`config.mk`:
```
export PLATFORM = sky130hd
export DESIGN_NAME = sad_decoder
export DESIGN_NICKNAME = d
export VERILOG_FILES = /design/src/sad_pkg.sv /design/src/sad_decoder.sv /design/src/sad_internal_slot.sv
export SDC_FILE = /design/constraint.sdc
export NUM_CORES = 1
export LEC_CHECK = 0
export ABC_CLOCK_PERIOD_IN_PS = 1300
export BUFFER_PORTS_ARGS = -buffer_cell sky130_fd_sc_hd__buf_2
export CORE_ASPECT_RATIO = 1.5
export CORE_MARGIN = 2
export CORE_UTILIZATION = 45
export CTS_CLUSTER_DIAMETER = 50
export DETAILED_ROUTE_END_ITERATION = 6
export PLACE_DENSITY = 0.94
export SYNTH_ARGS = -nofsm -noshare
export SYNTH_HDL_FRONTEND = slang
export SYNTH_SLANG_ARGS = --single-unit
```
`constraint.sdc`:
```
create_clock -name clk -period 1.3 [get_ports clk]
set_input_delay 0.26 -clock clk [delete_from_list [all_inputs] [get_ports clk]]
set_output_delay 0.26 -clock clk [all_outputs]
set_load 0.03 [all_outputs]
```
`src/sad_pkg.sv`:
```
// Constants and types for the system address decoder.
// Assumes a single clock domain and a 32-bit system bus address.
package sad_pkg;
  localparam int unsigned ADDR_W        = 32;
  localparam int unsigned AREA_MSB      = 31;
  localparam int unsigned AREA_LSB      = 28;
  localparam int unsigned SLOT_MSB      = 27;
  localparam int unsigned SLOT_LSB      = 20;
  localparam int unsigned EXT_CS_COUNT  = 8;
  localparam logic [3:0]  AREA_INTERNAL = 4'h0;
  localparam logic [3:0]  AREA_EXT_LO   = 4'h1;
  localparam logic [3:0]  AREA_EXT_HI   = 4'h8;
  localparam logic [3:0]  AREA_PERIPH   = 4'hf;
  localparam logic [7:0]  SLOT_BOOT     = 8'h00;
  localparam logic [7:0]  SLOT_FLASH    = 8'h01;
  localparam logic [7:0]  SLOT_SRAM     = 8'h02;
  localparam logic [7:0]  SLOT_ROM      = 8'h03;

  typedef enum logic [1:0] {
    SAD_TGT_NONE,
    SAD_TGT_FLASH,
    SAD_TGT_SRAM,
    SAD_TGT_ROM
  } sad_target_type;
endpackage

```
`src/sad_decoder.sv`:
```
// First-level system bus address decoder with internal remap alias.
// Assumes masters hold req_addr valid with req_valid; boot select is an asynchronous level.
`timescale 1ns/1ps
module sad_decoder (
  input  wire logic                      clk,
  input  wire logic                      sys_rst,
  input  wire logic                      req_valid,
  input  wire logic [31:0]               req_addr,
  input  wire logic                      remap_cmd,
  input  wire logic                      boot_select_nv_bit,
  output logic                           resp_valid,
  output logic                           sel_flash,
  output logic                           sel_sram,
  output logic                           sel_rom,
  output logic [7:0]                     external_bus_interface_sel,
  output logic                           periph_sel,
  output logic                           abort,
  output logic [31:0]                    fwd_addr,
  output logic                           remap_state
);
  typedef struct packed {
    logic        boot_meta;
    logic        boot_sync;
    logic        remap;
    logic        resp_valid;
    logic        sel_flash;
    logic        sel_sram;
    logic        sel_rom;
    logic [7:0]  ext_sel;
    logic        periph_sel;
    logic        abort;
    logic [31:0] fwd_addr;
  } sad_state_type;

  sad_state_type           state_r;
  sad_state_type           state_nxt;
  logic [3:0]              area;
  logic [7:0]              slot;
  logic [7:0]              ext_hit;
  sad_pkg::sad_target_type int_target;

  assign area = req_addr[sad_pkg::AREA_MSB:sad_pkg::AREA_LSB];
  assign slot = req_addr[sad_pkg::SLOT_MSB:sad_pkg::SLOT_LSB];

  // One chip select per external area.
  for (genvar i = 0; i < sad_pkg::EXT_CS_COUNT; i++) begin : g_ext
    assign ext_hit[i] = (area == (sad_pkg::AREA_EXT_LO + 4'(i)));
  end

  sad_internal_slot u_slot (
    .slot       (slot),
    .remap      (state_r.remap),
    .boot_flash (state_r.boot_sync),
    .target     (int_target)
  );

  always_comb begin
    state_nxt            = state_r;
    state_nxt.boot_meta  = boot_select_nv_bit;
    state_nxt.boot_sync  = state_r.boot_meta;
    state_nxt.remap      = state_r.remap | remap_cmd;
    state_nxt.resp_valid = req_valid;
    state_nxt.sel_flash  = 1'b0;
    state_nxt.sel_sram   = 1'b0;
    state_nxt.sel_rom    = 1'b0;
    state_nxt.ext_sel    = 8'h00;
    state_nxt.periph_sel = 1'b0;
    state_nxt.abort      = 1'b0;
    state_nxt.fwd_addr   = req_addr;
    if (req_valid) begin
      if (area == sad_pkg::AREA_INTERNAL) begin
        state_nxt.sel_flash = (int_target == sad_pkg::SAD_TGT_FLASH);
        state_nxt.sel_sram  = (int_target == sad_pkg::SAD_TGT_SRAM);
        state_nxt.sel_rom   = (int_target == sad_pkg::SAD_TGT_ROM);
        state_nxt.abort     = (int_target == sad_pkg::SAD_TGT_NONE);
      end else if (area >= sad_pkg::AREA_EXT_LO && area <= sad_pkg::AREA_EXT_HI) begin
        state_nxt.ext_sel = ext_hit;
      end else if (area == sad_pkg::AREA_PERIPH) begin
        state_nxt.periph_sel = 1'b1;
      end else begin
        state_nxt.abort = 1'b1;
      end
    end
  end

  always_ff @(posedge clk) begin
    if (sys_rst) begin
      state_r <= '0;
    end else begin
      state_r <= state_nxt;
    end
  end

  assign resp_valid                 = state_r.resp_valid;
  assign sel_flash                  = state_r.sel_flash;
  assign sel_sram                   = state_r.sel_sram;
  assign sel_rom                    = state_r.sel_rom;
  assign external_bus_interface_sel = state_r.ext_sel;
  assign periph_sel                 = state_r.periph_sel;
  assign abort                      = state_r.abort;
  assign fwd_addr                   = state_r.fwd_addr;
  assign remap_state                = state_r.remap;

  property p_one_target;
    @(posedge clk) disable iff (sys_rst)
    req_valid |=> resp_valid
      && $onehot({sel_flash, sel_sram, sel_rom, external_bus_interface_sel, periph_sel, abort});
  endproperty
  a_one_target: assert property (p_one_target) else $error("Request did not select exactly one target.");

  property p_idle_quiet;
    @(posedge clk) disable iff (sys_rst)
    !req_valid |=> !resp_valid && !sel_flash && !sel_sram && !sel_rom && !periph_sel && !abort
      && external_bus_interface_sel == '0;
  endproperty
  a_idle_quiet: assert property (p_idle_quiet) else $error("Target selected without a request.");

  property p_area_split;
    @(posedge clk) disable iff (sys_rst)
    req_valid |=> fwd_addr == $past(req_addr)
      && ((|external_bus_interface_sel)
          == ($past(area) >= sad_pkg::AREA_EXT_LO && $past(area) <= sad_pkg::AREA_EXT_HI))
      && (periph_sel == ($past(area) == sad_pkg::AREA_PERIPH))
      && ((sel_flash || sel_sram || sel_rom) == ($past(area) == sad_pkg::AREA_INTERNAL && !abort));
  endproperty
  a_area_split: assert property (p_area_split) else $error("Forwarded address or area split wrong.");

  property p_ext_cs;
    @(posedge clk) disable iff (sys_rst)
    (req_valid && area >= sad_pkg::AREA_EXT_LO && area <= sad_pkg::AREA_EXT_HI)
      |=> external_bus_interface_sel == (8'h01 << ($past(area) - sad_pkg::AREA_EXT_LO));
  endproperty
  a_ext_cs: assert property (p_ext_cs) else $error("Wrong external chip select.");

  property p_int_abort;
    @(posedge clk) disable iff (sys_rst)
    (req_valid && area == sad_pkg::AREA_INTERNAL && slot > sad_pkg::SLOT_ROM) |=> abort && !sel_flash && !sel_sram && !sel_rom;
  endproperty
  a_int_abort: assert property (p_int_abort) else $error("Unused internal slot did not abort.");

  property p_periph;
    @(posedge clk) disable iff (sys_rst)
    (req_valid && area == sad_pkg::AREA_PERIPH) |=> periph_sel && !abort;
  endproperty
  a_periph: assert property (p_periph) else $error("Area 15 not routed to peripherals.");

  property p_unused_abort;
    @(posedge clk) disable iff (sys_rst)
    (req_valid && area > sad_pkg::AREA_EXT_HI && area < sad_pkg::AREA_PERIPH)
      |=> abort && resp_valid && !periph_sel && external_bus_interface_sel == '0;
  endproperty
  a_unused_abort: assert property (p_unused_abort) else $error("Unused area did not abort.");

  property p_sram_before_remap;
    @(posedge clk) disable iff (sys_rst)
    (req_valid && !remap_state && area == sad_pkg::AREA_INTERNAL && slot == sad_pkg::SLOT_BOOT) |=> !sel_sram;
  endproperty
  a_sram_before_remap: assert property (p_sram_before_remap) else $error("SRAM seen at zero before remap.");

  property p_sram_fixed_only;
    @(posedge clk) disable iff (sys_rst)
    (req_valid && !remap_state && !(area == sad_pkg::AREA_INTERNAL && slot == sad_pkg::SLOT_SRAM)) |=> !sel_sram;
  endproperty
  a_sram_fixed_only: assert property (p_sram_fixed_only) else $error("SRAM seen outside its slot.");

  property p_sram_after_remap;
    @(posedge clk) disable iff (sys_rst)
    (req_valid && remap_state && area == sad_pkg::AREA_INTERNAL
      && (slot == sad_pkg::SLOT_BOOT || slot == sad_pkg::SLOT_SRAM)) |=> sel_sram;
  endproperty
  a_sram_after_remap: assert property (p_sram_after_remap) else $error("SRAM missing after remap.");

  property p_zero_after_remap;
    @(posedge clk) disable iff (sys_rst)
    (req_valid && remap_state && area == sad_pkg::AREA_INTERNAL && slot == sad_pkg::SLOT_BOOT) |=> !sel_flash && !sel_rom;
  endproperty
  a_zero_after_remap: assert property (p_zero_after_remap) else $error("Boot memory still at zero after remap.");

  property p_rom_fixed;
    @(posedge clk) disable iff (sys_rst)
    (req_valid && area == sad_pkg::AREA_INTERNAL && slot == sad_pkg::SLOT_ROM) |=> sel_rom;
  endproperty
  a_rom_fixed: assert property (p_rom_fixed) else $error("ROM slot not decoded.");

  property p_boot_alias;
    @(posedge clk) disable iff (sys_rst)
    (req_valid && !remap_state && area == sad_pkg::AREA_INTERNAL && slot == sad_pkg::SLOT_BOOT)
      |=> sel_flash == $past(state_r.boot_sync) && sel_rom == !$past(state_r.boot_sync);
  endproperty
  a_boot_alias: assert property (p_boot_alias) else $error("Boot alias does not follow boot select.");

  property p_flash_fixed;
    @(posedge clk) disable iff (sys_rst)
    (req_valid && area == sad_pkg::AREA_INTERNAL && slot == sad_pkg::SLOT_FLASH) |=> sel_flash;
  endproperty
  a_flash_fixed: assert property (p_flash_fixed) else $error("Flash slot not decoded.");

  property p_remap_sticky;
    @(posedge clk) disable iff (sys_rst)
    (remap_cmd || remap_state) |=> remap_state [*3];
  endproperty
  a_remap_sticky: assert property (p_remap_sticky) else $error("Remap state dropped without reset.");

  property p_remap_set;
    @(posedge clk) disable iff (sys_rst)
    remap_cmd |=> remap_state;
  endproperty
  a_remap_set: assert property (p_remap_set) else $error("Remap command did not set the remap state.");

  property p_reset_clear;
    @(posedge clk)
    sys_rst |=> !remap_state && !resp_valid && !abort;
  endproperty
  a_reset_clear: assert property (p_reset_clear) else $error("Reset did not clear the decoder.");

  c_ext_access: cover property (@(posedge clk) disable iff (sys_rst)
    req_valid && area == sad_pkg::AREA_EXT_HI ##1 external_bus_interface_sel[7]);
  c_remap_alias: cover property (@(posedge clk) disable iff (sys_rst)
    remap_cmd ##2 req_valid && slot == sad_pkg::SLOT_BOOT && area == sad_pkg::AREA_INTERNAL);
  c_abort: cover property (@(posedge clk) disable iff (sys_rst)
    req_valid && area > sad_pkg::AREA_EXT_HI && area < sad_pkg::AREA_PERIPH ##1 abort);
  c_periph: cover property (@(posedge clk) disable iff (sys_rst)
    req_valid && area == sad_pkg::AREA_PERIPH ##1 periph_sel);
  c_boot_flash: cover property (@(posedge clk) disable iff (sys_rst)
    req_valid && !remap_state && area == sad_pkg::AREA_INTERNAL && slot == sad_pkg::SLOT_BOOT ##1 sel_flash);
endmodule // sad_decoder

```
`src/sad_internal_slot.sv`:
```
// Second-level decoder of the internal memory area into 1-Mbyte slots.
// Assumes the caller has already picked area zero; purely combinational.
`timescale 1ns/1ps
module sad_internal_slot (
  input  wire logic [7:0]          slot,
  input  wire logic                remap,
  input  wire logic                boot_flash,
  output sad_pkg::sad_target_type  target
);
  always_comb begin
    unique case (slot)
      sad_pkg::SLOT_BOOT: begin
        if (remap) begin
          target = sad_pkg::SAD_TGT_SRAM;
        end else if (boot_flash) begin
          target = sad_pkg::SAD_TGT_FLASH;
        end else begin
          target = sad_pkg::SAD_TGT_ROM;
        end
      end
      sad_pkg::SLOT_FLASH: target = sad_pkg::SAD_TGT_FLASH;
      sad_pkg::SLOT_SRAM:  target = sad_pkg::SAD_TGT_SRAM;
      sad_pkg::SLOT_ROM:   target = sad_pkg::SAD_TGT_ROM;
      default:             target = sad_pkg::SAD_TGT_NONE;
    endcase
  end
endmodule // sad_internal_slot

```
[Word-level counts from Yosys, hierarchy flattened]
Cells that the tools add are included.
Storage, ports and cells
  output and inout bits: 47
  logic and storage cells: 47
  register bits: 49
Cells by class
  order comparisons: 2
  reductions and logical operators: 8
  bitwise operators: 4
  mux-type cells: 7
  equal/unequal tests: 15
Operators by type and width (number)
  4-bit by 3-bit == test with 1-bit output, second input constant: 4
  8-bit by 2-bit == test with 1-bit output, second input constant: 2
  4-bit by 2-bit == test with 1-bit output, second input constant: 2
  4-bit == test, second input constant: 2
  8-bit by 1-bit == test with 1-bit output, second input constant: 1
  8-bit zero test: 1
  2-bit one-hot mux with 4 select lines: 1
  4-bit OR reduction: 2
  2-bit == test, second input constant: 2
  4-bit by 1-bit == test with 1-bit output, second input constant: 1
  4-bit by 1-bit >= comparator with 1-bit output, second input constant: 1
  4-bit less-or-equal comparator, second input constant: 1
  4-bit zero test: 1
  1-bit 2-to-1 mux: 4
  2-bit 2-to-1 mux: 2
  1-bit inverter: 3
  3-bit OR reduction: 1
  2-bit by 1-bit == test with 1-bit output, second input constant: 1
  2-bit zero test: 1
  2-bit OR reduction: 1
  1-bit logical AND: 1
  1-bit bitwise OR: 1

[Depth between registers and ports, before layout]
  depth in word-level cells: 5
  depth in mapped cells: 4
  mapped depth without buffers: 3

[Hierarchy]
Synthesis repeated with hierarchy kept, for this count alone.
Second synthesis, totals
  cell total of the unflattened synthesis: 166
  area, all modules: 1726.7 sq um
Modules (own cells, without submodules)
  sad_decoder: times used 1, cells each 159, sequential area each 980.9 sq um, area each 1681.6 sq um
  sad_internal_slot: times used 1, cells each 7, sequential area each 0.0 sq um, area each 45.0 sq um

[Least setup slack after synthesis]
No wires, ideal clock.
  path type: input to register
  from: input port sys_rst
  to: register state_r, in the netlist sel_flash
  path buffers: 1
  stages: 4
  arrival: 885 ps
  setup time: 78 ps
  path slack: 337 ps
  cells stage by stage: buf_6 -> nor4b_4 -> nand4_2 -> nor3_1
Between the ends
  word-level cells in the longest chain between the ends: 1
Ends and longest elaborated chain
  start, declared: RTL line sad_decoder.sv:6  | input wire logic sys_rst,
  3-bit OR reduction (no line)
  end signal, assigned: RTL line sad_decoder.sv:90  | state_r <= state_nxt;
  end, declared: RTL line sad_decoder.sv:35  | sad_state_type state_r;
Every way passes these cells.
A chain may end at the register's enable or synchronous reset.

[Worst setup path after layout]
  from: register state_r, in the netlist remap_state
  to: output port remap_state
RTL lines
  end, declared: RTL line sad_decoder.sv:19  | output logic remap_state
No word-level cell between the ends.

==> flow_summary.yaml <==
outcome:
  outcome: "completed"
route:
  vias: 1107
  wl_um: 2590
  drc: 0
  drt_iter0_drc: 9
  dr.pass1.iters: 4
  viasPerCell: 4.38
  detail-route-antenna-nets: 0
  wl_per_cell_um: 10.2
layout:
  fin_util: 0.641
  num_antenna_cells: 0
  area_growth_pct: 38.8
  finalInstanceArea_um2: 1990
  fill_cells: 253
  finish.net_count: 249
  drive_gt1_frac: 0.455
logic_synthesis:
  netlist.top_cell.by_area: "dfxtp_1"
  synth_most_common_cell: "dfxtp_1"
  yosysSeqAreaShare: 0.686
  netlist.area_leader.share: 0.686
  syn_area_um2: 1430
  avgSynthCellArea_um2: 11.4
  syn-num-nets: 162
  ys_top_cells_by_count: "49 x dfxtp_1, 33 x nor2b_1, 15 x nor2_1"
  synth_area_leaders: "dfxtp_1 69%, nor2b_1 14%, nor2_1 3.9%, nor4b_4 1.7%, nand2_1 1.3%"
  synth_edf_count: 0
  ys_warn_count: 0
  synthArstFlopShare: 0
  synth_flop_cell: "dfxtp_1"
  netlist-cell-type-count: 20
  syn_inst: 125
  synth-seq-cells: 49
timing:
  grt_setup_unrepaired: "no"
  clock.fmax_ghz: 0.836
  period_share: 0.920
  finClkSkew_ns: 0.00298
  timing.final.ws_setup_ns: 0.104
  finalSetupTns_ns: 0
  fin_crit_ns: 1.20
  final_max_slew_viol_count: 0
  slew_headroom: 0.792
  finalHoldViolCount: 0
  setup_violations: 0
  tightest_slew_ns: 0.313
power:
  p_clk_frac: 0.333
  combPwrFrac: 0.117
  fin_total_pwr_uw: 2870
  cellPowerDensity_nw_per_um2: 1450
  p_leak_uw: 0.000989
  p_sw_frac: 0.243
  ir_worst_vdd_mv: 1.06
  p_sw_uw: 697
  power_frac_seq: 0.550
  p_int_uw: 2180
worst_setup_path:
  start_kind: "flip-flop"
  critPathMaxFanout: 5
  end_kind: "output port"
  crit_slowest_cell: "dfxtp_1"
  arrival_ns: 0.94
  crit_family: "flip-flops"
  worst_ep_required_time_ns: 1.04
  worstPathCellList: "buf_2"
  cpPeakStageDelay_ns: 0.41
  worstPathBufferInverterCount: 1
  criticalPathCategory: "reg -> out"
cts:
  cts_tree: "built"
  post_cts_resized: 0
  cts_max_level: 2
  insertion_delay_ns: 0.29
  root_buffer: "clkbuf_8"
  cts_buffers: 5
  cts_hold_buffers: 0
  cts_sinks: 49
  post_cts_buffers: 0
  cts.clk_slew.worst_paths_ns: 0.09
  cts_buffer_depth: 2
global_route:
  antenna_found_initial: 0
  grt.overflow.total: 0
  grt_pass1_vias: 1052
  grt_usage: 0.158
  grt_pass1_wl_um: 4280
  grt_max_degree: 34
floorplan:
  die-height_um: 73.0
  row_count: 25
  start_util: 0.462
  coreArea_um2: 3100
  fp.dieW_um: 50.0
  die-area_um2: 3650
  io_pins: 84
placed_design:
  place_area_um2: 1880
  place_ws_ns: 0.137
  port_buffers: 83
  hpwl_um: 2050
  gp_congestion: 0.753
hold_path:
  hold_path.class: "in -> reg"
flow_run:
  cap_violations: 0
worst paths after layout:
path                       from           to  slack [ns]  cells after the start
setup / recovery    remap_state  remap_state        0.10                      1
hold / removal        remap_cmd  remap_state        0.16                      3
setup reg to reg    remap_state      sel_rom        0.51                      3
hold reg to reg   state_nxt[47]  state_r[47]        0.45                      1
layer usage:
metal	up-vias	GRT usage	part of all wire	routed length [µm]
li1	564	-	-	-
met1	473	0.171	0.40	1030
met2	64	0.263	0.48	1260
met3	6	0.0574	0.098	253
met4	0	0.0926	0.022	57
met5	-	0	0	0
sequential cells by signal (all words and copies together) (netlist names):
signal                      count
abort                           1
external_bus_interface_sel      8
fwd_addr                       32
periph_sel                      1
remap_state                     1
resp_valid                      1
sel_flash                       1
sel_rom                         1
sel_sram                        1
state_nxt                       1
state_r                         1
layout make-up:
class	instances	area, µm²	area share
clock inverter	1	8.76	0.00441
clock buffer	7	96.3	0.0485
sequential	49	981	0.494
tap	40	50.0	0.0252
inverter	1	3.75	0.00189
multi-input combinational	71	423	0.213
timing repair buffer	84	423	0.213
power by group through the flow:
stage / clock [µW] / combinational, µW / sequential, µW
4_1_cts: 985 / 341 / 1580
3_3_place_gp: 0 / 336 / 1610
5_1_grt: 1040 / 365 / 1590
6_report: 958 / 337 / 1580
3_5_place_dp: 0 / 341 / 1610
2_1_floorplan: 0 / 80.9 / 1740
cells in the final DEF, fill, tap and decap left out:
| cell | synthesis | final |
|---|---|---|
| nand3_1 | 1 | 1 |
| nor4_2 | 1 | 1 |
| nand4_2 | 1 | 1 |
| inv_1 | 1 | 1 |
| nand2_1 | 5 | 5 |
| nor4_1 | 1 | 1 |
| clkbuf_8 | 0 | 7 |
| buf_4 | 0 | 1 |
| dfxtp_1 | 49 | 49 |
| nor4b_4 | 1 | 1 |
| nor2b_2 | 2 | 2 |
| buf_2 | 0 | 83 |
| o22ai_1 | 1 | 1 |
| nand3b_1 | 1 | 1 |
| nor2_1 | 15 | 15 |
| a21oi_1 | 2 | 2 |
| or3_1 | 1 | 1 |
| inv_6 | 0 | 1 |
| nor3_1 | 3 | 3 |
| nor2b_1 | 33 | 33 |
| and2_1 | 1 | 1 |
| nand2b_1 | 2 | 2 |
logic make-up (layout without fill, tap and decap cells):
kind of cell | after synthesis | after routing | synth area share
simple gates | 68 | 68 | 0.284
flops | 49 | 49 | 0.686
buf+inv | 5 | 93 | 0.0184
compound gates | 3 | 3 | 0.0114
metrics by stage:
stage          hold WS, ns  cells
2_1_floorplan        0.337    125
3_3_place_gp         0.444    245
3_5_place_dp         0.445    245
4_1_cts              0.159    253
5_1_grt              0.166    253
6_report             0.162    253
(Power assumes the default switching activity.)
